<file path="src/alert_pkg.sv">
// package of constants, register map and field layout for the valve alert monitor
//==========================================================================
// Function
// - drive current alert when current error exceeds limit longer than alert time
// - zero-power closed: drive<10% with travel>3%, or drive>90% with travel<97%
// - zero-power open: drive<10% with travel<97%, or drive>90% with travel>3%
// - drive signal alert reports only; never changes mode or output
// - shutdown-configured active alert forces transducer out of service while present
// - out of service drives output pressures and position to zero power
// - processor impaired from four enabled memory and processor failure conditions
// - output block timeout when setpoint block unexecuted longer than timeout
package alert_pkg;
  // percentages in tenths of a percent, 0..1000
  localparam int          PCT_W        = 10;
  localparam logic [9:0]  DRIVE_LO     = 10'h064;
  localparam logic [9:0]  DRIVE_HI     = 10'h384;
  localparam logic [9:0]  TRAVEL_LO    = 10'h01E;
  localparam logic [9:0]  TRAVEL_HI    = 10'h3CA;
  // one millisecond tick at 100 MHz
  localparam int          CLK_MHZ      = 100;
  localparam int          TICK_US      = 1000;
  localparam int          TICK_CYC     = CLK_MHZ * TICK_US;
  // register byte offsets
  localparam logic [7:0]  OFS_CTRL     = 8'h00;
  localparam logic [7:0]  OFS_CUR_LIM  = 8'h04;
  localparam logic [7:0]  OFS_CUR_TIME = 8'h08;
  localparam logic [7:0]  OFS_BLK_TIME = 8'h0C;
  localparam logic [7:0]  OFS_ACTIVE   = 8'h10;
  localparam logic [7:0]  OFS_IRQ_STAT = 8'h14;
  localparam logic [7:0]  OFS_IRQ_MASK = 8'h18;
  // alert bit positions, shared by active, enable, shutdown, status, mask
  localparam int          N_ALERT      = 7;
  localparam int          A_CUR        = 0;
  localparam int          A_SIG        = 1;
  localparam int          A_PGM        = 2;
  localparam int          A_STAT       = 3;
  localparam int          A_CPU        = 4;
  localparam int          A_IOP        = 5;
  localparam int          A_BLK        = 6;
  // control layout: [6:0] enable, [14:8] shutdown, [16] zero power open
  localparam int          CTRL_SHD_LSB = 8;
  localparam int          CTRL_ZPO     = 16;
  localparam logic [31:0] CTRL_RESET   = 32'h0000_003F;
  localparam logic [15:0] CUR_LIM_RST  = 16'h0064;
  localparam logic [15:0] CUR_TIME_RST = 16'h0005;
  localparam logic [15:0] BLK_TIME_RST = 16'h03E8;
endpackage

</file>
<file path="src/valve_diag_alert_monitor.sv">
// valve diagnostic alert monitor with apb registers and interrupt
`timescale 1ns/100ps
module valve_diag_alert_monitor #(
  parameter int TICK_CYCLES = alert_pkg::TICK_CYC
) (
  input  wire logic        pclk,
  input  wire logic        presetn,
  input  wire logic        psel,
  input  wire logic        penable,
  input  wire logic        pwrite,
  input  wire logic [7:0]  paddr,
  input  wire logic [31:0] pwdata,
  output logic             pready,
  output logic             pslverr,
  output logic      [31:0] prdata,
  input  wire logic [15:0] cur_expected,
  input  wire logic [15:0] cur_measured,
  input  wire logic [alert_pkg::PCT_W-1:0] drive_pct,
  input  wire logic [alert_pkg::PCT_W-1:0] travel_pct,
  input  wire logic        nonvolatile_memory_fail,
  input  wire logic        static_param_memory_fail,
  input  wire logic        cpu_fail,
  input  wire logic        iop_fail,
  input  wire logic        block_exec,
  output logic             out_of_service,
  output logic             zero_power,
  output logic             irq
);
  import alert_pkg::*;

  //==========================================================================
  // pin synchronisers
  //==========================================================================
  logic [4:0] sync1_reg;
  logic [4:0] sync2_reg;
  wire  [4:0] pins = {block_exec, iop_fail, cpu_fail, static_param_memory_fail,
                      nonvolatile_memory_fail};
  // first stage read only by second stage
  always_ff @(posedge pclk or negedge presetn)
    if (!presetn)
    begin
      sync1_reg <= 5'h00;
      sync2_reg <= 5'h00;
    end
    else
    begin
      sync1_reg <= pins;
      sync2_reg <= sync1_reg;
    end

  //==========================================================================
  // registers
  //==========================================================================
  logic [31:0]        ctrl_reg;
  logic [15:0]        cur_lim_reg;
  logic [15:0]        cur_time_reg;
  logic [15:0]        blk_time_reg;
  logic [N_ALERT-1:0] stat_reg;
  logic [N_ALERT-1:0] mask_reg;
  logic [N_ALERT-1:0] active;

  wire [N_ALERT-1:0] enable   = ctrl_reg[N_ALERT-1:0];
  wire [N_ALERT-1:0] shutdown = ctrl_reg[CTRL_SHD_LSB +: N_ALERT];
  wire               zp_open  = ctrl_reg[CTRL_ZPO];

  // apb decode; zero wait state, unmapped addresses answer with an error
  wire wr_en     = psel & penable & pwrite;
  wire hit_ctrl  = (paddr == OFS_CTRL);
  wire hit_lim   = (paddr == OFS_CUR_LIM);
  wire hit_time  = (paddr == OFS_CUR_TIME);
  wire hit_blk   = (paddr == OFS_BLK_TIME);
  wire hit_act   = (paddr == OFS_ACTIVE);
  wire hit_stat  = (paddr == OFS_IRQ_STAT);
  wire hit_mask  = (paddr == OFS_IRQ_MASK);
  wire mapped    = hit_ctrl | hit_lim | hit_time | hit_blk | hit_act | hit_stat | hit_mask;
  wire [31:0] rd_mux =
      hit_ctrl ? ctrl_reg :
      hit_lim  ? {16'h0000, cur_lim_reg} :
      hit_time ? {16'h0000, cur_time_reg} :
      hit_blk  ? {16'h0000, blk_time_reg} :
      hit_act  ? {25'h0000000, active} :
      hit_stat ? {25'h0000000, stat_reg} :
      hit_mask ? {25'h0000000, mask_reg} : 32'h0000_0000;

  assign pready  = 1'b1;
  assign pslverr = psel & penable & ~mapped;

  // read data flopped during setup so it is steady in the access phase
  always_ff @(posedge pclk or negedge presetn)
    if (!presetn)
      prdata <= 32'h0000_0000;
    else if (psel & ~penable & ~pwrite)
      prdata <= rd_mux;

  // writable configuration
  always_ff @(posedge pclk or negedge presetn)
    if (!presetn)
    begin
      ctrl_reg     <= CTRL_RESET;
      cur_lim_reg  <= CUR_LIM_RST;
      cur_time_reg <= CUR_TIME_RST;
      blk_time_reg <= BLK_TIME_RST;
      mask_reg     <= '0;
    end
    else if (wr_en)
    begin
      if (hit_ctrl) ctrl_reg     <= pwdata;
      if (hit_lim)  cur_lim_reg  <= pwdata[15:0];
      if (hit_time) cur_time_reg <= pwdata[15:0];
      if (hit_blk)  blk_time_reg <= pwdata[15:0];
      if (hit_mask) mask_reg     <= pwdata[N_ALERT-1:0];
    end

  //==========================================================================
  // millisecond tick divider
  //==========================================================================
  logic [31:0] div_reg;
  wire         tick = (div_reg == 32'(TICK_CYCLES - 1));
  always_ff @(posedge pclk or negedge presetn)
    if (!presetn)
      div_reg <= 32'h0000_0000;
    else
      div_reg <= tick ? 32'h0000_0000 : div_reg + 32'h0000_0001;

  //==========================================================================
  // drive current comparison
  //==========================================================================
  wire [15:0] cur_diff = (cur_expected > cur_measured) ? cur_expected - cur_measured
                                                       : cur_measured - cur_expected;
  wire        cur_bad  = (cur_diff > cur_lim_reg);
  logic [15:0] cur_cnt_reg;
  // counts milliseconds of continuous excess; any good sample restarts it
  always_ff @(posedge pclk or negedge presetn)
    if (!presetn)
      cur_cnt_reg <= 16'h0000;
    else if (!cur_bad)
      cur_cnt_reg <= 16'h0000;
    else if (tick && cur_cnt_reg != 16'hFFFF)
      cur_cnt_reg <= cur_cnt_reg + 16'h0001;
  wire cur_cond = cur_bad & (cur_cnt_reg > cur_time_reg);

  //==========================================================================
  // drive signal versus travel
  //==========================================================================
  wire drv_lo   = (drive_pct < DRIVE_LO);
  wire drv_hi   = (drive_pct > DRIVE_HI);
  wire trv_gt3  = (travel_pct > TRAVEL_LO);
  wire trv_lt97 = (travel_pct < TRAVEL_HI);
  wire sig_closed = (drv_lo & trv_gt3) | (drv_hi & trv_lt97);
  wire sig_open   = (drv_lo & trv_lt97) | (drv_hi & trv_gt3);
  wire sig_cond   = zp_open ? sig_open : sig_closed;

  //==========================================================================
  // output block execution watchdog
  //==========================================================================
  logic        exec_d_reg;
  logic [15:0] blk_cnt_reg;
  wire         exec_pulse = sync2_reg[4] & ~exec_d_reg;
  always_ff @(posedge pclk or negedge presetn)
    if (!presetn)
    begin
      exec_d_reg  <= 1'b0;
      blk_cnt_reg <= 16'h0000;
    end
    else
    begin
      exec_d_reg <= sync2_reg[4];
      if (exec_pulse)
        blk_cnt_reg <= 16'h0000;
      else if (tick && blk_cnt_reg != 16'hFFFF)
        blk_cnt_reg <= blk_cnt_reg + 16'h0001;
    end
  wire blk_cond = (blk_cnt_reg > blk_time_reg);

  //==========================================================================
  // alert vector, shutdown and interrupt
  //==========================================================================
  wire [N_ALERT-1:0] raw = {blk_cond, sync2_reg[3:0], sig_cond, cur_cond};
  // level alerts follow their condition; disabled ones stay low
  assign active = raw & enable;

  // drive signal alert is report only and cannot cause shutdown
  wire [N_ALERT-1:0] shd_eff = shutdown & ~(N_ALERT'(1) << A_SIG);

  // oos flopped so it follows the shutdown alerts one cycle later, set and release alike
  always_ff @(posedge pclk or negedge presetn)
    if (!presetn)
      out_of_service <= 1'b0;
    else
      out_of_service <= |(active & shd_eff);
  assign zero_power = out_of_service;

  // sticky status; a new rising alert wins over a write-one clear
  logic [N_ALERT-1:0] act_d_reg;
  wire  [N_ALERT-1:0] rise = active & ~act_d_reg;
  wire  [N_ALERT-1:0] clr  = (wr_en & hit_stat) ? pwdata[N_ALERT-1:0] : '0;
  always_ff @(posedge pclk or negedge presetn)
    if (!presetn)
    begin
      act_d_reg <= '0;
      stat_reg  <= '0;
    end
    else
    begin
      act_d_reg <= active;
      stat_reg  <= (stat_reg & ~clr) | rise;
    end
  assign irq = |(stat_reg & mask_reg);

  //==========================================================================
  // assertions
  //==========================================================================
  property p_cur_alert;
    @(posedge pclk) disable iff (!presetn)
      (cur_bad && cur_cnt_reg > cur_time_reg && enable[A_CUR]) |-> active[A_CUR];
  endproperty
  a_cur_alert: assert property (p_cur_alert) else $error("current alert missing");

  property p_sig_closed;
    @(posedge pclk) disable iff (!presetn)
      (!zp_open && enable[A_SIG] &&
       ((drive_pct < DRIVE_LO && travel_pct > TRAVEL_LO) ||
        (drive_pct > DRIVE_HI && travel_pct < TRAVEL_HI)))
        |-> active[A_SIG];
  endproperty
  a_sig_closed: assert property (p_sig_closed) else $error("closed drive alert missing");

  property p_sig_open;
    @(posedge pclk) disable iff (!presetn)
      (zp_open && enable[A_SIG] &&
       ((drive_pct < DRIVE_LO && travel_pct < TRAVEL_HI) ||
        (drive_pct > DRIVE_HI && travel_pct > TRAVEL_LO)))
        |-> active[A_SIG];
  endproperty
  a_sig_open: assert property (p_sig_open) else $error("open drive alert missing");

  property p_sig_no_oos;
    @(posedge pclk) disable iff (!presetn)
      (active == (N_ALERT'(1) << A_SIG)) |=> !out_of_service;
  endproperty
  a_sig_no_oos: assert property (p_sig_no_oos) else $error("drive alert changed mode");

  property p_shutdown;
    @(posedge pclk) disable iff (!presetn)
      |(active & shd_eff) |=> out_of_service;
  endproperty
  a_shutdown: assert property (p_shutdown) else $error("shutdown not taken");

  property p_zero_power;
    @(posedge pclk) disable iff (!presetn) out_of_service == zero_power;
  endproperty
  a_zero_power: assert property (p_zero_power) else $error("zero power mismatch");

  property p_cpu_alert;
    @(posedge pclk) disable iff (!presetn)
      $rose(sync2_reg[A_CPU - A_PGM]) && enable[A_CPU] |-> active[A_CPU];
  endproperty
  a_cpu_alert: assert property (p_cpu_alert) else $error("processor alert missing");

  property p_blk_timeout;
    @(posedge pclk) disable iff (!presetn)
      (blk_cnt_reg > blk_time_reg && enable[A_BLK]) |-> active[A_BLK];
  endproperty
  a_blk_timeout: assert property (p_blk_timeout) else $error("block timeout missing");

  property p_disabled;
    @(posedge pclk) disable iff (!presetn) (active & ~enable) == '0;
  endproperty
  a_disabled: assert property (p_disabled) else $error("disabled alert active");

  property p_clear;
    @(posedge pclk) disable iff (!presetn) !out_of_service && (active & shd_eff) == '0
      ##1 (active & shd_eff) == '0 |=> !out_of_service;
  endproperty
  a_clear: assert property (p_clear) else $error("oos stuck");

  // shutdown releases one cycle after the last shutdown alert goes
  property p_oos_release;
    @(posedge pclk) disable iff (!presetn)
      (active & shd_eff) == '0 |=> !out_of_service;
  endproperty
  a_oos_release: assert property (p_oos_release) else $error("oos held without fault");

  // mid-band drive can never report a drive signal fault
  property p_sig_quiet;
    @(posedge pclk) disable iff (!presetn)
      (drive_pct >= DRIVE_LO && drive_pct <= DRIVE_HI) |-> !active[A_SIG];
  endproperty
  a_sig_quiet: assert property (p_sig_quiet) else $error("drive alert without cause");

  property p_stat_alert;
    @(posedge pclk) disable iff (!presetn)
      (sync2_reg[A_STAT - A_PGM] && enable[A_STAT]) |-> active[A_STAT];
  endproperty
  a_stat_alert: assert property (p_stat_alert) else $error("static alert missing");

  // an execution report always restarts the timeout, even on a tick
  property p_blk_restart;
    @(posedge pclk) disable iff (!presetn)
      exec_pulse |=> (blk_cnt_reg == '0);
  endproperty
  a_blk_restart: assert property (p_blk_restart) else $error("block timer kept");

  // status keeps every alert that rose, even against a same-cycle clear
  property p_status_set;
    @(posedge pclk) disable iff (!presetn)
      (rise != '0) |=> ((stat_reg & $past(rise)) == $past(rise));
  endproperty
  a_status_set: assert property (p_status_set) else $error("status lost a rising alert");

  c_oos:   cover property (@(posedge pclk) disable iff (!presetn) $rose(out_of_service));
  c_irq:   cover property (@(posedge pclk) disable iff (!presetn) $rose(irq));
  c_blk:   cover property (@(posedge pclk) disable iff (!presetn) $rose(active[A_BLK]));
  c_sig:   cover property (@(posedge pclk) disable iff (!presetn) $rose(active[A_SIG]));
  c_cur:   cover property (@(posedge pclk) disable iff (!presetn) $rose(active[A_CUR]));
endmodule // valve_diag_alert_monitor

</file>
<file path="config.mk">
export PLATFORM = sky130hd
export DESIGN_NAME = valve_diag_alert_monitor
export DESIGN_NICKNAME = d
export VERILOG_FILES = /design/src/alert_pkg.sv /design/src/valve_diag_alert_monitor.sv
export SDC_FILE = /design/constraint.sdc
export NUM_CORES = 1
export LEC_CHECK = 0
export BUFFER_PORTS_ARGS = -buffer_cell sky130_fd_sc_hd__buf_2
export CAP_MARGIN = 25
export CORE_MARGIN = 1
export CORE_UTILIZATION = 40
export CTS_BUF_LIST = sky130_fd_sc_hd__clkbuf_4 sky130_fd_sc_hd__clkbuf_8 sky130_fd_sc_hd__clkbuf_16
export CTS_CLUSTER_DIAMETER = 40
export DETAILED_ROUTE_END_ITERATION = 16
export MAX_ROUTING_LAYER = met4
export PLACE_DENSITY = 0.65
export SYNTH_ARGS = -nofsm -noshare
export SYNTH_HDL_FRONTEND = slang
export SYNTH_SLANG_ARGS = --single-unit
</file>
<file path="constraint.sdc">
create_clock -name pclk -period 4.29 [get_ports pclk]
set_clock_uncertainty 0.2 [all_clocks]
set_input_delay 1.287 -clock pclk [delete_from_list [all_inputs] [get_ports pclk]]
set_output_delay 1.287 -clock pclk [all_outputs]
set_load 0.005 [all_outputs]
</file>
==> reports/qor.csv <==
stage,metric,value,unit
drt,Via Count,9761,
placement,HPWL Detailed,23000,microns
clock_network,clk root buf,clkbuf_16,
worst_setup_path,CP max FO,6,
yosys,asr flop ratio synth,1.00,
worst_hold_path,Hold Crit Class,reg -> reg,
drt,DRC,0,
drt,post-route ant nets,0,
yosys,"Top FF cell, synth",dfrtp_1,
clock_network,htree depth,1,
worst_setup_path,"Slowest-stage cell, CP",fa_2,
worst_hold_path,hold wc startpoint,sync1_reg[4],
worst_setup_path,CP endpoint kind,register,
die,DIE HEIGHT,174,microns
grt,first-pass GRT wire length,51300,microns
die,Initial Util,0.408,
clock_network,CTS Hold Bufs,0,
sta,fin crit share,1.10,
worst_setup_path,reg2reg setup slack,1310,ps
cells_and_area,Filler cells,2637,
sta,"Setup violations, final",20,
yosys,Netlist cell types,74,
clock_network,Num CTS Buffers,28,
placement,port bufs,137,
flow_run,max-capacitance violation count,0,
yosys,syn nets,1393,
yosys,cell area after synthesis,11800,sq um
sta,Max-slew headroom,0.455,
yosys,Synth top area share,0.408,
die,Rows,62,
yosys,synthesized flop and latch total,209,
sta,RSZ-0062 raised after global routing,true,
cells_and_area,P&R area growth vs syn,26.5,%
worst_setup_path,Critical Path Start Type,input port,
cells_and_area,Nets,1615,
drt,first-pass detailed-route iteration total,8,
placement,DP Worst Slack,-1150,ps
grt,largest net degree at the start of global routing,86,
grt,vias in the first global route,9930,
worst_setup_path,FF-to-FF path depth,10,
placement,GPL Wtd Cong,0.921,
clock_network,clock latency on the worst-skew pair,540,ps
power,maximum vdd drop,0.000272,V
drt,vias per inst,5.32,
sta,fin. max-slew vios,0,
drt,WL per Instance,17.0,microns
yosys,Yosys warnings,0,
drt,"wirelength, routed",31200,microns
sta,setup slack after layout,-425,ps
grt,antenna violations before repair,0,
yosys,most common cell in the netlist,dfrtp_1,
yosys,ranking of synthesized cells by area,"dfrtp_1 41%, ha_1 8.7%, mux2_2 5.7%",
status,failing checks,negative setup slack,
sta,max frequency,212,MHz
worst_setup_path,CP peak stage delay,410,ps
sta,Final Hold Vio Count,0,
yosys,Post-synth top cells,"192 x dfrtp_1, 145 x nand2_1, 98 x inv_1",
worst_setup_path,Crit path required time,4570,ps
die,area of the core,28900,sq um
worst_setup_path,reg-to-reg startpoint,blk_time_reg[9],
power,P per Cell Area,358,nW/um^2
worst_setup_path,"Arr. time, crit path",5000,ps
worst_hold_path,worst hold path depth,0,
yosys,Post-synth EDFFs,0,
drt,Iter 0 DRT Violations,659,
sta,Worst-Margin Slew,816,ps
sta,WHS,146,ps
worst_hold_path,Worst Hold End,sync2_reg[4],
yosys,register area share after synthesis,0.446,
clock_network,clock buffer depth,3,
grt,GRT overflow,0,
sta,min Tclk post-route,4720,ps
yosys,post-synth top area cell,dfrtp_1,
worst_setup_path,Setup Crit Path Kind,in -> reg,
cells_and_area,share of layout cells above drive strength 1,0.299,
worst_setup_path,"Critical Path, Cell by Cell",buf_12 > inv_12 > ha_4 > inv_2 > fa_2 > a211oi_4 > o21ai_2 > nand3_2 > buf_4 > a21oi_2 > buf_4 > nor2_2 > a211oi_4 > o2111a_1 > xnor2_1 > ha_1 > and3_4 > nand4_1 > a21o_1 > a31o_4 > or4_1 > nand2_1,
cells_and_area,Antenna Cells,0,
yosys,Gate Count Post-Synth,1207,
clock_network,"Reg clk slew, reported paths",60,ps
grt,total track usage,0.216,
clock_network,CTS tree,built,
die,die width,174,microns
die,I/O pin total,139,
power,Leakage Power,7.36,nW
die,Die ar.,30200,sq um
yosys,Synth Area per Inst,9.76,sq um
status,status,finished with violations,
clock_network,CTS Sinks,209,
worst_setup_path,RR Endpoint,out_of_service,
## placed cells by master (no fill, tap or decap), drive strengths merged, types with 4 or more instances in the layout
cell and n:
buf 239, dfrtp 192, nand2 146, inv 101
o21ai 86, ha 82, nor2 71, mux2 61
a21oi 49, xnor2 35, clkbuf 32, nand4 28
nand3 28, xor2 26, a21o 23, and3 20
dfstp 17, a31oi 14, mux2i 13, and2 13
nor3 13, nor2b 11, a222oi 10, and4 10
a22oi 9, o21a 9, nor4 9, nand2b 8
clkinvlp 8, a221oi 7, o211ai 6, or3 6
a211oi 6, a221o 5, o22a 5, bufinv 5
o31ai 5, clkinv 4
## layout make-up
type | count | area (sq um) | share of cell area
flip-flops and latches | 209 | 5250 | 0.352
well taps | 384 | 480 | 0.0322
multi-input cells | 852 | 6240 | 0.419
repair buffers | 240 | 1540 | 0.103
inverters | 98 | 380 | 0.0255
clock buffers | 31 | 736 | 0.0494
clock inverters | 20 | 275 | 0.0185
## worst max-delay path: cells and delay by family
| family | cells | cell delay [ps] |
|---|---|---|
| buffers and inverters | 5 | 500 |
| xor gates and xnor gates | 1 | 130 |
| adders and majority gates | 3 | 820 |
| and+or+nand+nor | 6 | 1050 |
| AOI/OAI and AO/OA | 7 | 1190 |
## worst max path at each step
stage	startpoint	to	slack [ps]
floorplan	cur_expected[0]	cur_cnt_reg[7]	-720
global placement	cur_expected[0]	cur_cnt_reg[9]	-1060
detailed placement	cur_expected[0]	cur_cnt_reg[9]	-1150
CTS	cur_expected[0]	cur_cnt_reg[9]	-380
global route	cur_expected[0]	cur_cnt_reg[9]	-610
finish	cur_expected[0]	cur_cnt_reg[9]	-430
## through the flow
step	instance area, sq um	std cells	utilization	setup TNS (ps)	total power [mW]
after floorplan	11900	1207	-	-11460	2.46
after CTS	14800	1831	0.512	-4790	5.32
final	14900	1834	0.517	-6010	5.33
after global placement	13600	1777	0.472	-18350	2.80
after global routing	14900	1834	0.517	-9150	5.55
after detailed placement	13600	1777	0.472	-20030	2.81
## repair_timing
item,4_1_cts,5_1_grt
setup buffers,3,2
pin swaps,6,4
cloned,0,0
gates resized for setup,25,27
endpoints found under the setup margin,20,20
## kinds of logic after synthesis
family | share of synthesized area
compound gates | 0.144
xor+xnor | 0.0453
fa+ha+maj | 0.0904
buf+inv | 0.0493
flops | 0.446
mux | 0.0696
other cells | 0.000318
simple gates | 0.155
## per-layer routing
layer	vias to the layer above	wire length, microns	GRT usage
li1	4694	-	-
met1	4800	14200	0.277
met2	214	15200	0.363
met3	53	1130	0.0246
met4	0	752	0.0581
met5	-	0	-
## power by group
part / internal, mW / switching [mW] / leakage (nW)
Combinational: 0.391 / 0.425 / 4.24
Sequential: 2.02 / 0.0287 / 2.65
Clock: 1.55 / 0.918 / 0.469
Note: power is estimated with default switching activity, not from simulation.
